### config.mk
export PLATFORM = sky130hd
export DESIGN_NAME = cid_decoder
export DESIGN_NICKNAME = d
export VERILOG_FILES = /design/src/logic/cid_pkg.sv /design/src/logic/cid_pin_sync.sv /design/src/logic/cid_decoder.sv
export SDC_FILE = /design/constraint.sdc
export NUM_CORES = 1
export LEC_CHECK = 0
export BUFFER_PORTS_ARGS = -buffer_cell sky130_fd_sc_hd__buf_2
export CORE_UTILIZATION = 44
export CTS_CLUSTER_SIZE = 8
export DETAILED_ROUTE_END_ITERATION = 8
export PLACE_DENSITY_LB_ADDON = 0.2
export SYNTH_ARGS = -nofsm -noshare
export SYNTH_HDL_FRONTEND = slang
export SYNTH_SLANG_ARGS = --single-unit
### constraint.sdc
create_clock -name clk -period 1.9 [get_ports clk]
set_input_delay 0.19 -clock clk [delete_from_list [all_inputs] [get_ports clk]]
set_output_delay 0.19 -clock clk [all_outputs]
set_load 0.02 [all_outputs]
### src/logic/cid_pkg.sv
// package: opcode classes, sub-codes, field positions and carriers of the decoder
package cid_pkg;

    typedef enum logic [5:0] {
        OP_NOP,
        OP_ADD,
        OP_SUM_WITH_CARRY,
        OP_SUB,
        OP_DIFFERENCE_WITH_BORROW,
        OP_AND,
        OP_OR,
        OP_XOR,
        OP_CMP,
        OP_MOV,
        OP_REGISTER_PRODUCT,
        OP_DIVIDE,
        OP_LONG_QUOTIENT,
        OP_ONES_COMPLEMENT,
        OP_TWOS_NEGATE,
        OP_BIT_CLEAR,
        OP_BIT_SET,
        OP_BIT_TRANSFER,
        OP_BIT_LOGIC,
        OP_BIT_COMPARE,
        OP_MASKED_FIELD_MODIFY,
        OP_COMPARE_THEN_DECREMENT,
        OP_COMPARE_THEN_INCREMENT,
        OP_NORMALISE_COUNT,
        OP_SHIFT_ROTATE,
        OP_SIGNED_RIGHT_SHIFT,
        OP_BYTE_WIDEN_SIGNED,
        OP_BYTE_WIDEN_ZERO,
        OP_BRANCH,
        OP_FAR_BRANCH,
        OP_BRANCH_BIT,
        OP_BRANCH_TEST_CLEAR,
        OP_BRANCH_TEST_SET,
        OP_CALL,
        OP_FAR_SUBROUTINE_CALL,
        OP_PUSH_THEN_CALL,
        OP_TRAP,
        OP_PUSH,
        OP_POP,
        OP_CONTEXT_SWITCH,
        OP_RETURN,
        OP_RETURN_WITH_POP,
        OP_SYSTEM,
        OP_WATCHDOG,
        OP_PREFIX,
        OP_PREFIX_LONG,
        OP_COPROC,
        OP_ILLEGAL
    } cid_op_t;

    typedef enum logic {
        ST_FIRST,
        ST_SECOND
    } cid_state_t;

    // field positions in the first instruction word
    localparam int OPC_LSB   = 10;
    localparam int SUB_LSB   = 8;
    localparam int REG_A_LSB = 4;
    localparam int REG_B_LSB = 0;
    // bit positions inside the sub-code
    localparam int SUB_LONG  = 1;
    localparam int SUB_BYTE  = 0;

    localparam logic [1:0] SYS_END_OF_INIT    = 2'h0;
    localparam logic [1:0] SYS_SOFTWARE_RESET = 2'h1;
    localparam logic [1:0] SYS_IDLE           = 2'h2;
    localparam logic [1:0] SYS_POWER_DOWN     = 2'h3;
    localparam logic [1:0] WDT_SERVICE        = 2'h0;
    localparam logic [1:0] WDT_DISABLE        = 2'h1;
    localparam logic [1:0] PFX_UNINTERRUPT    = 2'h0;
    localparam logic [1:0] PFX_REGISTER       = 2'h1;
    localparam logic [1:0] PFX_PAGE           = 2'h2;
    localparam logic [1:0] PFX_SEGMENT        = 2'h3;
    localparam logic [1:0] MAC_MAX_OPERANDS   = 2'h2;

    localparam logic [2:0]  PFX_LEFT_RST  = 3'h0;
    localparam logic [15:0] WORD_RST      = 16'h0000;
    localparam logic        NMI_RST_LEVEL = 1'b1;

    typedef struct packed {
        cid_op_t     op;
        logic [1:0]  sub;
        logic        len4;
        logic [3:0]  reg_a;
        logic [3:0]  reg_b;
        logic [15:0] ext;
        logic        prefixed;
        logic [1:0]  pfx_kind;
    } cid_issue_t;

    typedef struct packed {
        logic [1:0] count;
        logic [3:0] addr_a;
        logic [3:0] addr_b;
    } cid_mac_t;

    typedef struct packed {
        logic reset_output_pin;
        logic soft_reset;
        logic idle_mode;
        logic power_down_mode;
        logic wdt_service;
        logic wdt_disabled;
    } cid_sys_t;

endpackage

### src/logic/cid_pin_sync.sv
// synchroniser: three-stage capture of an asynchronous pin with agreement filter
`timescale 1ns/100ps
module cid_pin_sync
    import cid_pkg::*;
#(
    parameter logic RST_LEVEL = NMI_RST_LEVEL
) (
    input  wire logic clk,
    input  wire logic nrst,
    input  wire logic pin,
    output logic      level
);

    logic s1;
    logic s2;
    logic s3;

    always_ff @(posedge clk) begin
        if (!nrst) begin
            s1 <= RST_LEVEL;
            s2 <= RST_LEVEL;
            s3 <= RST_LEVEL;
        end else begin
            s1 <= pin;
            s2 <= s1;
            s3 <= s2;
        end
    end

    // a change counts once stages two and three agree
    always_ff @(posedge clk) begin
        if (!nrst) begin
            level <= RST_LEVEL;
        end else if (s2 == s3) begin
            level <= s2;
        end
    end

endmodule

### src/logic/cid_decoder.sv
// decoder: assembles 2- or 4-byte instructions and issues them with side controls
//
// Function
// - up to two co-processor operands handed over per instruction
// - co-processor class adds multiply, accumulate and 32-bit signed arithmetic
// - add and subtract, word or byte, with or without carry, 2 or 4 bytes
// - register product of two general registers, signed or unsigned, 2 bytes
// - divide low multiply/divide register by general register, 2 bytes
// - long quotient of the full register pair by general register, 2 bytes
// - complement or negate a general register, word or byte, 2 bytes
// - bit logic and bit transfer between direct bits, 4 bytes
// - masked field modify of high or low byte, 4 bytes
// - compare then step register by one or two, 2 or 4 bytes
// - normalise count of a register into another, 2 bytes
// - shifts, rotates and signed right shift, 2 bytes
// - byte widened to word signed or zero, 2 or 4 bytes
// - bit test branches clearing or setting the tested bit, 4 bytes
// - far branch and far subroutine call, 4 bytes
// - push then call, 4 bytes
// - context switch pushes then loads a register, 4 bytes
// - return with pop of a register, 2 bytes
// - trap enters routine chosen by immediate number, 2 bytes
// - power down entered, with the nmi pin held low outside
// - end of init pin, software reset, idle, watchdog service and disable
// - prefixes open page, segment, register or uninterruptible sequences
// - every co-processor instruction is four bytes long
`timescale 1ns/100ps
module cid_decoder
    import cid_pkg::*;
(
    input  wire logic        clk,
    input  wire logic        nrst,
    input  wire logic        fetch_valid,
    input  wire logic [15:0] fetch_word,
    output logic             fetch_ready,
    output logic             want_second,
    input  wire logic        exe_ready,
    output logic             issue_valid,
    output cid_issue_t       issue,
    output logic             mac_start,
    output cid_mac_t         mac,
    input  wire logic        nmi_pin,
    input  wire logic        wake,
    output cid_sys_t         sys,
    output logic             pfx_active,
    output logic [15:0]      pfx_value
);

    cid_state_t  state;
    logic [15:0] held;
    logic [15:0] src;
    cid_op_t     first_op;
    logic        first_len4;
    logic        take;
    logic        load;
    cid_issue_t  next_issue;
    logic [2:0]  pfx_left;
    logic [1:0]  pfx_kind;
    logic        nmi_level;
    logic        sys_fire;
    logic        wdt_fire;
    logic        rst_pin_q;
    logic        soft_q;
    logic        idle_q;
    logic        pd_q;
    logic        wdt_srv_q;
    logic        wdt_dis_q;

    // opcode class of a first word; unknown codes become illegal
    function automatic cid_op_t class_of(input logic [15:0] w);
        logic [5:0] code;
        cid_op_t    op;
        code = w[OPC_LSB +: 6];
        op = OP_ILLEGAL;
        if (code < 6'(OP_ILLEGAL)) begin
            op = cid_op_t'(code);
        end
        // more operands than the co-processor path carries
        if (op == OP_COPROC && w[SUB_LSB +: 2] > MAC_MAX_OPERANDS) begin
            op = OP_ILLEGAL;
        end
        return op;
    endfunction

    // instruction length from class and sub-code alone
    function automatic logic len_is_four(input cid_op_t op, input logic [1:0] sub);
        logic four;
        four = 1'b0;
        case (op)
            OP_ADD,
            OP_SUB,
            OP_SUM_WITH_CARRY,
            OP_DIFFERENCE_WITH_BORROW: four = sub[SUB_LONG];
            OP_AND,
            OP_OR,
            OP_XOR,
            OP_CMP,
            OP_MOV: four = sub[SUB_LONG];
            OP_COMPARE_THEN_DECREMENT,
            OP_COMPARE_THEN_INCREMENT: four = sub[SUB_LONG];
            OP_BYTE_WIDEN_SIGNED,
            OP_BYTE_WIDEN_ZERO: four = sub[SUB_LONG];
            OP_REGISTER_PRODUCT: four = 1'b0;
            OP_DIVIDE: four = 1'b0;
            OP_LONG_QUOTIENT: four = 1'b0;
            OP_ONES_COMPLEMENT,
            OP_TWOS_NEGATE: four = 1'b0;
            OP_NORMALISE_COUNT: four = 1'b0;
            OP_SHIFT_ROTATE,
            OP_SIGNED_RIGHT_SHIFT: four = 1'b0;
            OP_RETURN_WITH_POP: four = 1'b0;
            OP_TRAP: four = 1'b0;
            OP_BIT_TRANSFER,
            OP_BIT_LOGIC,
            OP_BIT_COMPARE: four = 1'b1;
            OP_MASKED_FIELD_MODIFY: four = 1'b1;
            OP_BRANCH_TEST_CLEAR,
            OP_BRANCH_TEST_SET: four = 1'b1;
            OP_FAR_BRANCH,
            OP_FAR_SUBROUTINE_CALL: four = 1'b1;
            OP_PUSH_THEN_CALL: four = 1'b1;
            OP_CONTEXT_SWITCH: four = 1'b1;
            OP_SYSTEM,
            OP_WATCHDOG: four = 1'b1;
            OP_PREFIX_LONG: four = 1'b1;
            OP_COPROC: four = 1'b1;
            OP_BRANCH,
            OP_BRANCH_BIT,
            OP_CALL: four = 1'b1;
            default: four = 1'b0;
        endcase
        return four;
    endfunction

    cid_pin_sync #(
        .RST_LEVEL (NMI_RST_LEVEL)
    ) u_nmi_sync (
        .clk   (clk),
        .nrst  (nrst),
        .pin   (nmi_pin),
        .level (nmi_level)
    );

    // fetch handshake and length predecode
    assign first_op    = class_of(fetch_word);
    assign first_len4  = len_is_four(first_op, fetch_word[SUB_LSB +: 2]);
    assign fetch_ready = (!issue_valid || exe_ready) && !idle_q && !pd_q && !soft_q;
    assign take        = fetch_valid && fetch_ready;
    assign load        = take && (state == ST_SECOND || !first_len4);
    assign want_second = (state == ST_SECOND);
    assign src         = (state == ST_SECOND) ? held : fetch_word;

    always_ff @(posedge clk) begin
        if (!nrst) begin
            state <= ST_FIRST;
        end else if (take) begin
            if (state == ST_FIRST && first_len4) begin
                state <= ST_SECOND;
            end else begin
                state <= ST_FIRST;
            end
        end
    end

    always_ff @(posedge clk) begin
        if (!nrst) begin
            held <= WORD_RST;
        end else if (take && state == ST_FIRST) begin
            held <= fetch_word;
        end
    end

    // decoded fields of the instruction completed this cycle
    always_comb begin
        next_issue       = '0;
        next_issue.op    = class_of(src);
        next_issue.sub   = src[SUB_LSB +: 2];
        next_issue.reg_a = src[REG_A_LSB +: 4];
        next_issue.reg_b = src[REG_B_LSB +: 4];
        if (state == ST_SECOND) begin
            next_issue.len4 = 1'b1;
            next_issue.ext  = fetch_word;
        end else begin
            next_issue.len4 = 1'b0;
            next_issue.ext  = WORD_RST;
        end
        if (pfx_left != PFX_LEFT_RST && next_issue.op != OP_PREFIX && next_issue.op != OP_PREFIX_LONG) begin
            next_issue.prefixed = 1'b1;
            next_issue.pfx_kind = pfx_kind;
        end
    end

    always_ff @(posedge clk) begin
        if (!nrst) begin
            issue_valid <= 1'b0;
        end else if (load) begin
            issue_valid <= 1'b1;
        end else if (exe_ready) begin
            issue_valid <= 1'b0;
        end
    end

    always_ff @(posedge clk) begin
        if (!nrst) begin
            issue <= '0;
        end else if (load) begin
            issue <= next_issue;
        end
    end

    // co-processor dispatch with its operand count and addresses
    always_ff @(posedge clk) begin
        if (!nrst) begin
            mac_start <= 1'b0;
            mac       <= '0;
        end else begin
            mac_start <= load && next_issue.op == OP_COPROC;
            if (load && next_issue.op == OP_COPROC) begin
                mac.count  <= next_issue.sub;
                mac.addr_a <= next_issue.reg_a;
                mac.addr_b <= next_issue.reg_b;
            end
        end
    end

    // prefix sequence: count of following instructions it covers
    always_ff @(posedge clk) begin
        if (!nrst) begin
            pfx_left  <= PFX_LEFT_RST;
            pfx_kind  <= PFX_UNINTERRUPT;
            pfx_value <= WORD_RST;
        end else if (load && next_issue.op == OP_PREFIX) begin
            pfx_left  <= {1'b0, next_issue.reg_b[1:0]} + 3'h1;
            pfx_kind  <= next_issue.sub;
            pfx_value <= WORD_RST;
        end else if (load && next_issue.op == OP_PREFIX_LONG) begin
            pfx_left  <= {1'b0, next_issue.reg_b[1:0]} + 3'h1;
            pfx_kind  <= next_issue.sub[0] ? PFX_SEGMENT : PFX_PAGE;
            pfx_value <= next_issue.ext;
        end else if (load && pfx_left != PFX_LEFT_RST) begin
            pfx_left <= pfx_left - 3'h1;
        end
    end

    assign pfx_active = (pfx_left != PFX_LEFT_RST);

    // system functions act when the instruction is issued
    assign sys_fire = load && next_issue.op == OP_SYSTEM;
    assign wdt_fire = load && next_issue.op == OP_WATCHDOG;

    always_ff @(posedge clk) begin
        if (!nrst) begin
            rst_pin_q <= 1'b0;
        end else if (sys_fire && next_issue.sub == SYS_END_OF_INIT) begin
            rst_pin_q <= 1'b1;
        end
    end

    always_ff @(posedge clk) begin
        if (!nrst) begin
            soft_q <= 1'b0;
        end else begin
            soft_q <= sys_fire && next_issue.sub == SYS_SOFTWARE_RESET;
        end
    end

    // idle set wins over a wake in the same cycle
    always_ff @(posedge clk) begin
        if (!nrst) begin
            idle_q <= 1'b0;
        end else if (sys_fire && next_issue.sub == SYS_IDLE) begin
            idle_q <= 1'b1;
        end else if (wake) begin
            idle_q <= 1'b0;
        end
    end

    // power down only while the nmi pin is seen low; left only by reset
    always_ff @(posedge clk) begin
        if (!nrst) begin
            pd_q <= 1'b0;
        end else if (sys_fire && next_issue.sub == SYS_POWER_DOWN && !nmi_level) begin
            pd_q <= 1'b1;
        end
    end

    always_ff @(posedge clk) begin
        if (!nrst) begin
            wdt_srv_q <= 1'b0;
            wdt_dis_q <= 1'b0;
        end else begin
            wdt_srv_q <= wdt_fire && next_issue.sub == WDT_SERVICE;
            if (wdt_fire && next_issue.sub == WDT_DISABLE && !rst_pin_q) begin
                wdt_dis_q <= 1'b1;
            end
        end
    end

    assign sys.reset_output_pin = rst_pin_q;
    assign sys.soft_reset       = soft_q;
    assign sys.idle_mode        = idle_q;
    assign sys.power_down_mode  = pd_q;
    assign sys.wdt_service      = wdt_srv_q;
    assign sys.wdt_disabled     = wdt_dis_q;
endmodule

======== Yosys cells after proc, flatten, opt, wreduce, memory -nomap -nowiden ========
Cells that the tools add are included.
storage, ports and cells
  register bits after elaboration ......... 96
  bits in latches ......................... 0
  bits in writable memories ............... 0
  bits in read-only memories .............. 0
  input port bits ......................... 22
  output and inout bits ................... 73
  word-level logic and storage cells ...... 142
  memories kept ........................... 0
cells by class
  $add $sub $neg .......................... 2
  multiply operators ...................... 0
  div/mod/pow operators ................... 0
  order comparisons ....................... 4
  equality and inequality tests ........... 43
  shifts and indexed selects .............. 0
  mux-type cells .......................... 20
  bitwise gates (word level) .............. 2
  reductions and logical operators ........ 43
operators by type and width
  cell                                                                    count
  6-bit equality test (second input constant)                             16
  6-bit by 5-bit equality test with 1-bit output (second input constant)  12
  16-bit 2-to-1 mux                                                       2
  1-bit logical AND                                                       25
  6-bit by 3-bit equality test with 1-bit output (second input constant)  4
  6-bit 2-to-1 mux                                                        4
  17-bit OR reduction                                                     1
  13-bit OR reduction                                                     1
  6-bit by 2-bit equality test with 1-bit output (second input constant)  2
  6-bit by 4-bit equality test with 1-bit output (second input constant)  2
  6-bit < comparator (second input constant)                              2
  3-bit 2-to-1 mux                                                        4
  6-bit inequality test (second input constant)                           2
  1-bit zero test                                                         7
  1-bit 2-to-1 mux                                                        7
  6-bit by 1-bit equality test with 1-bit output (second input constant)  1
  2-bit nonzero test                                                      3
  3-bit nonzero test                                                      2
  2-bit equality test (second input constant)                             2
  2-bit > comparator (second input constant)                              2
  2-bit 2-to-1 mux                                                        2
  2-bit by 1-bit adder with 3-bit output (second input constant)          1
  3-bit by 1-bit subtractor with 3-bit output (second input constant)     1
  2-bit by 1-bit equality test with 1-bit output (second input constant)  1
  other kinds (6)                                                         8

======== Depth between registers and ports, before layout ========
Gate-level depths: netlist (run 1).
  word-level depth ........................ 15
  mapped depth ............................ 9
  mapped depth without buffers ............ 6

======== Cells and area by module ========
Synthesis (run 1) repeated with hierarchy kept, for this count alone.
unflattened totals
  cells, all modules ...................... 469
  area, all modules ....................... 4154.0 um2
modules (own cells, without submodules)
  module        instances  cells an instance  area each (um2)  seq. area each (um2)
  cid_decoder   1          459                4041.4           1841.8
  cid_pin_sync  1          10                 112.6            80.1

======== Worst setup path after synthesis (run 1) ========
OpenSTA, ideal clock, no wires.
  path kind ............................... register to register
  start point ............................. reg issue_valid
  end point ............................... reg pfx_value[10]
  library setup time ...................... 0.059 ns
  arrival ................................. 1.934 ns
  data required time ...................... 1.841 ns
  path slack .............................. -0.093 ns
  stages on the path, launching flop included .. 9
  path buffers ............................ 2
  period minus slack after synthesis ...... 1.993 ns
  cell sequence ........................... dfxtp_1 -> nor2b_1 -> nor4_2 -> and3_1 -> buf_2 -> nand3_1 -> nor2_4 -> buf_4 -> a22o_1
on the way
  longest elaborated chain between the ends .. 9
  elaborated cells between the ends (all ways) .. 10
  those cells by class .................... reduce/logical (10)
RTL lines
  element                              line                RTL
  start, declared                      cid_decoder.sv:38   output logic issue_valid,
  start signal, assigned               cid_decoder.sv:195  issue_valid <= 1'b0;
  start signal, assigned               cid_decoder.sv:197  issue_valid <= 1'b1;
  start signal, assigned               cid_decoder.sv:199  issue_valid <= 1'b0;
  1-bit zero test (*)                  cid_decoder.sv:147  assign fetch_ready = (!issue_valid || exe_ready) && !idle_q && !pd_q && !soft_q;
  1-bit logical OR (*)                 cid_decoder.sv:147
  1-bit logical AND (*) (3 in series)  cid_decoder.sv:147
  net fetch_ready                      cid_decoder.sv:35   output logic fetch_ready,
  1-bit logical AND (*)                cid_decoder.sv:148  assign take = fetch_valid && fetch_ready;
  1-bit logical AND (*)                cid_decoder.sv:149  assign load = take && (state == ST_SECOND || !first_len4);
  1-bit logical AND                    cid_decoder.sv:232  end else if (load && next_issue.op == OP_PREFIX) begin
  2-bit OR reduction (no source line)  n/a
  end signal, assigned                 cid_decoder.sv:239  pfx_value <= next_issue.ext;
  end, declared                        cid_decoder.sv:46   output logic [15:0] pfx_value
Mark *: on every way through the listed nets, which the timed path passes. The rest lies on a longest branch.
A chain may end at the register's enable or synchronous reset.

======== Worst setup path after layout (run 1) ========
  start point ............................. reg state (netlist: want_second)
  end point ............................... reg issue[4] in the netlist's numbering
on the way
  longest elaborated chain between the ends .. 2
  elaborated cells between the ends (all ways) .. 3
  those cells by class .................... mux (1); reduce/logical (2)
RTL lines
  element                 line                RTL
  start, declared         cid_decoder.sv:49   cid_state_t state;
  start signal, assigned  cid_decoder.sv:155  state <= ST_FIRST;
  start signal, assigned  cid_decoder.sv:158  state <= ST_SECOND;
  start signal, assigned  cid_decoder.sv:160  state <= ST_FIRST;
  1-bit logical OR        cid_decoder.sv:149
  1-bit logical AND       cid_decoder.sv:149
  end signal, assigned    cid_decoder.sv:207  issue <= next_issue;
  end, declared           cid_decoder.sv:39   output cid_issue_t issue,
Parallel ways exist; a longest one is shown, timed or not.

==> flow_summary.ini, run 1 <==
[synth]
synth_area_mm2 = 0.00428
async_reset_ff_share_pct = 0
seq_area_frac_synth_pct = 44.9
syn_area_per_cell_um2 = 9.05
synth_edf_count = 0
yosysWarnings = 0
syn_nets = 498
synth_cell_types = 60
synthCells = 473
synth-seq-cells = 96
ys.flop_type = dfxtp_1

[placement]
hpwl_um = 7780
numPortBuffers = 94
dpl_cell_area_mm2 = 0.00496
place_inst = 678
gp_congestion = 0.858
place_ws_ps = -32.0

[sta]
fin_crit_sh_pct = 98.0
slew_headroom_pct = 65.0
post-route-min-period_ps = 1860
tightestPinTransition_ps = 525
setup_viol = 0
setup_tns_ps = 0
setup_ws_ps = 38.2
finalHoldViolCount = 0
fin_skew_ps = 7.93
rsz0062_at_grt = true
fmax_mhz = 537
report.final.slew_viol_count = 0

[clock_network]
insertion_delay_ps = 350
clockBufferDepth = 2
cts_tree = yes
htreeDepth = 3
numCtsBuffers = 9
cts_num_sinks = 96
root_buffer = clkbuf_8
clk_pin_slew_ps = 90

[setup_path]
end_kind = flop
cp_max_fo = 9
worstPathArrival_ps = 2140
setup.worst_path.start_class = flop
cp.required_ps = 2180
critPathKind = reg2reg

[finish]
postLayoutCellArea_mm2 = 0.00558
fin_cells = 709
final_common_cell = buf_2
drive_gt1_share_pct = 40.2
utilization_pct = 59.9
diodes = 0
mostFrequentLayoutCells = buf_2, dfxtp_1, a21oi_1
nets = 601
area_growth_pct = 30.5

[grt]
grt_max_degree = 54
first_global_vias = 3717
antenna_found_initial = 0
grt_use_total_pct = 22.8
grt_pass1_wl_um = 18200
grt.overflow.total = 0

[pwr]
power.leakage_nw = 2.25
power_density_mw_per_mm2 = 865
peakVddDrop_v = 0.000446

[floorplanning]
io_pins = 95
rows = 35
die_h_um = 101
die_w_um = 101
coreArea_mm2 = 0.00933
die_area_mm2 = 0.0101
start_util_pct = 45.9

[route]
vias = 3984
wl_per_cell_um = 16.9
drtIter0Drc = 193
dr.pass1.iters = 5
viasPerCell = 5.62
ant_nets = 0
drc_errors = 0
routed_wirelength_um = 12000

[status]
run_status = finished, final reports clean

[worst_hold_path]
hold_path_class = in2reg

[job]
max_cap_violations = 0
==> Yosys cell counts, drive strengths merged (2+ instances only) <==
cell / n / area (µm²)
a22o: 16 / 140
a21oi: 58 / 305
a211oi: 5 / 37.5
ha: 3 / 37.5
nand2b: 8 / 50.1
nor3: 27 / 200
dfxtp: 96 / 1920
nor2b: 2 / 15.0
and2: 4 / 25.0
nor4: 12 / 96.3
nand3b: 3 / 35.0
nor2: 13 / 71.3
nand4: 4 / 25.0
mux2i: 6 / 60.1
o22a: 2 / 17.5
a31oi: 17 / 121
buf: 36 / 250
a311oi: 6 / 58.8
o21ai: 48 / 248
and3: 2 / 12.5
inv: 6 / 22.5
nand2: 51 / 191
clkbuf: 15 / 56.3
mux2: 8 / 90.1
nand3: 6 / 30.0
==> cell families after synthesis <==
| group | Yosys count | share of synthesized area (%) |
|---|---|---|
| xor+xnor | 1 | 0.205 |
| compound gates | 166 | 24.5 |
| flops | 96 | 44.9 |
| fa+ha+maj | 3 | 0.877 |
| mux | 14 | 3.51 |
| simple gates | 135 | 18.2 |
| buf+inv | 58 | 7.78 |
==> metrics by stage <==
| step | hold WS (ps) | power (mW) |
|---|---|---|
| 5_1_grt | 7.10 | 5.03 |
| 4_1_cts | 26.7 | 4.69 |
| 3_5_place_dp | 393 | 3.11 |
| 3_3_place_gp | 383 | 3.10 |
| 6_report | 24.4 | 4.83 |
| 2_1_floorplan | 263 | 2.81 |
==> final cells by class <==
class,instances,area [µm²]
Fill cell,810,3740
Multi-Input combinational cell,319,2230
Sequential cell,96,1930
Timing Repair Buffer,143,1010
Tap cell,129,161
Clock buffer,12,145
Clock inverter,3,90.1
Inverter,7,26.3
==> flip-flops by register name, indices dropped and copies added (netlist names), 2 cells and up <==
signal / cells
held: 16
issue: 36
mac: 10
pfx_kind: 2
pfx_left: 3
pfx_value: 16
==> critical path, stage by stage, from the launching register on <==
cell and delay (ps):
dfxtp_4 370, buf_6 120, a21o_4 200, a21oi_4 110
o221ai_2 100, and3b_4 380, buf_6 150, clkbuf_16 150
o21ai_1 60, a21oi_1 140
==> what timing repair did <==
item	4_1_cts	5_1_grt
endpoints found under the setup margin	25	78
gates resized for setup	4	61
gates cloned	0	4
setup buffers	1	12
hold buffers	0	0
pin swaps	1	19
==> worst paths after layout <==
| kind | startpoint | endpoint | slack (ps) | depth (start not counted) |
|---|---|---|---|---|
| max | want_second | issue[4] | 40 | 9 |
| max reg2reg | want_second | issue[4] | 40 | 9 |
| min | nmi_pin | u_nmi_sync.s1 | 20 | 2 |
| min reg2reg | u_nmi_sync.s1 | u_nmi_sync.s2 | 430 | 1 |
==> where the power goes <==
| group | switching (mW) | internal, mW |
|---|---|---|
| clock | 0.686 | 0.906 |
| combinational | 0.635 | 0.442 |
| sequential | 0.0557 | 2.10 |
| total | 1.38 | 3.45 |
==> layer usage <==
layer	vias to the layer above	share of wire (%)	routed length, µm	track usage, %
met4	0	1.6	195	7.25
li1	1928	-	-	-
met2	128	49	5910	39.0
met3	19	5.3	640	4.44
met5	-	0	0	0
met1	1909	44	5260	28.8
(Power assumes the default switching activity.)
==> inputs of run 2 (changes only) <==
--- a/config.mk
+++ b/config.mk
@@ -7,8 +7,10 @@
 export LEC_CHECK = 0
 export BUFFER_PORTS_ARGS = -buffer_cell sky130_fd_sc_hd__buf_2
+export CORE_MARGIN = 5
 export CORE_UTILIZATION = 44
 export CTS_CLUSTER_SIZE = 8
 export DETAILED_ROUTE_END_ITERATION = 8
 export PLACE_DENSITY_LB_ADDON = 0.2
+export REMOVE_ABC_BUFFERS = 1
 export SYNTH_ARGS = -nofsm -noshare
 export SYNTH_HDL_FRONTEND = slang
==> constraint.sdc (replaced) <==
create_clock -name clk -period 1.9 [get_ports clk]
set_input_delay 0.19 -clock clk [delete_from_list [all_inputs] [get_ports clk]]
set_output_delay 0.19 -clock clk [all_outputs]
set_load 0.05 [all_outputs]
==> run 2 against run 1 <==
  * Critical path depth fell by 1
  * Design area is 2.9% lower
  * Sequential power is essentially flat
  * First-iteration DRC count is 20% higher
  * Cell count is 0.14% higher
  * Largest cell class unchanged
  * Clock skew grew 7.1 ps
  * Largest power group unchanged
  * Via count down 1.9%
  * Global-route usage is 1.9 points lower
  * Total power fell by 1.6%
==> flow_summary.ini, run 2 (synthesized netlist as in run 1, its figures left out) <==
[finish]
area_growth_pct = 26.7
nets = 597
diodes = 0
final_common_cell = dfxtp_1
fin_cells = 710
postLayoutCellArea_mm2 = 0.00542
largest_reg_flops = 36
top_regs = issue: 36 flops, held: 16 flops, pfx_value: 16 flops
top_register = issue
mostFrequentLayoutCells = dfxtp_1, buf_2, a21oi_1
drive_gt1_share_pct = 38.5

[grt]
first_global_vias = 3839
antenna_found_initial = 0
grt_max_degree = 69
grt_pass1_wl_um = 19700
grt_use_total_pct = 20.9
grt.overflow.total = 0

[placement]
dpl_cell_area_mm2 = 0.00501
place_ws_ps = -42.1
numPortBuffers = 94
gp_congestion = 0.830
hpwl_um = 8220
place_inst = 690

[setup_path]
setup.worst_path.start_class = flop
r2r-end = pfx_left[1]
cp_max_fo = 6
cp.required_ps = 2170
startpoint = want_second
reg2reg_depth = 8
reg2reg_from = want_second
reg2reg_setup_slack_ps = 7
worstPathArrival_ps = 2160
end_kind = flop
critPathKind = reg2reg

[sta]
fin_crit_sh_pct = 99.7
setup_ws_ps = 6.58
rsz0062_at_grt = true
fmax_mhz = 528
setup_tns_ps = 0
setup_viol = 0
fin_skew_ps = 15.1
post-route-min-period_ps = 1890
tightestPinTransition_ps = 422
slew_headroom_pct = 71.1
finalHoldViolCount = 0
report.final.slew_viol_count = 0

[clock_network]
htreeDepth = 3
insertion_delay_ps = 370
numCtsBuffers = 9
clk_pin_slew_ps = 110
root_buffer = clkbuf_8
cts_tree = yes
cts_num_sinks = 96
clockBufferDepth = 2

[route]
drc_errors = 0
ant_nets = 0
wl_per_cell_um = 17.1
drtIter0Drc = 232
viasPerCell = 5.51
dr.pass1.iters = 4
vias = 3910
routed_wirelength_um = 12100

[worst_hold_path]
hold_end = pfx_value[6]
holdPathStages = 2
min-delay-start = fetch_word[6]
hold_path_class = in2reg

[pwr]
power_density_mw_per_mm2 = 876
power.leakage_nw = 2.19
p_total_mw = 4.75
peakVddDrop_v = 0.000453

[floorplanning]
io_pins = 95
die_h_um = 109
start_util_pct = 44.4
die_w_um = 109
coreArea_mm2 = 0.00964
rows = 36
die_area_mm2 = 0.0118

[job]
max_cap_violations = 0

[status]
run_status = finished, final reports clean
==> run 2: cell types whose count changed in the layout (fill, tap and decap cells not counted), sizes merged <==
cell,previous run,this run
buf,141,137
clkbuf,14,10
inv,7,11
bufinv,3,1
clkinv,0,1
clkinvlp,0,1
dlygate4sd3,0,1
==> run 2: metrics by stage <==
stage,utilization [%],hold WS (ps)
finish,56.3,73.9
global route,56.3,60.0
CTS,54.7,67.5
detailed placement,52.0,379
global placement,52.0,373
floorplan,-,263
==> run 2: metal layers <==
layer	vias to the layer above	routed length, µm	track usage (%)
met5	-	0	0
met4	0	174	6.94
met3	15	701	3.91
met2	108	5730	32.8
met1	1874	5520	28.9
li1	1913	-	-
==> run 2: worst max-delay path by stage <==
stage,depth (start not counted),end,slack [ps]
5_1_grt,8,pfx_left[1],-70
2_1_floorplan,6,held[0],-1810
3_3_place_gp,8,issue[33],5
4_1_cts,7,pfx_left[0],1
6_report,8,pfx_left[1],7
3_5_place_dp,6,pfx_value[14],-40
==> run 2: area by class of cell <==
class | instances | area, µm²
timing repair buffer | 139 | 940
multi-input combinational | 319 | 2160
fill | 915 | 4220
inverter | 7 | 26.3
clock inverter | 7 | 86.3
clock buffer | 9 | 124
sequential | 96 | 1920
tap | 133 | 166
==> run 2: worst max-delay path: stages, from the launching register on <==
cell and delay (ps):
dfxtp_2 350, buf_6 120, a21o_1 200, a21oi_2 160, o221ai_2 120, and3b_4 430
buf_6 140, nor2_2 40, o221a_2 220
==> run 2: repair_timing <==
item	4_1_cts	5_1_grt
hold buffers	1	0
cloned	0	1
pin swaps	1	5
setup buffers	2	1
hold endpoints to repair	1	0
resized for setup	5	34
setup endpoints to repair	29	64
==> run 2: power breakdown <==
part           switching [mW]  internal, mW  leakage [nW]
logic                   0.759         0.388          1.31
registers              0.0553          2.10         0.782
clock network           0.804         0.639         0.104
total                    1.62          3.13          2.19
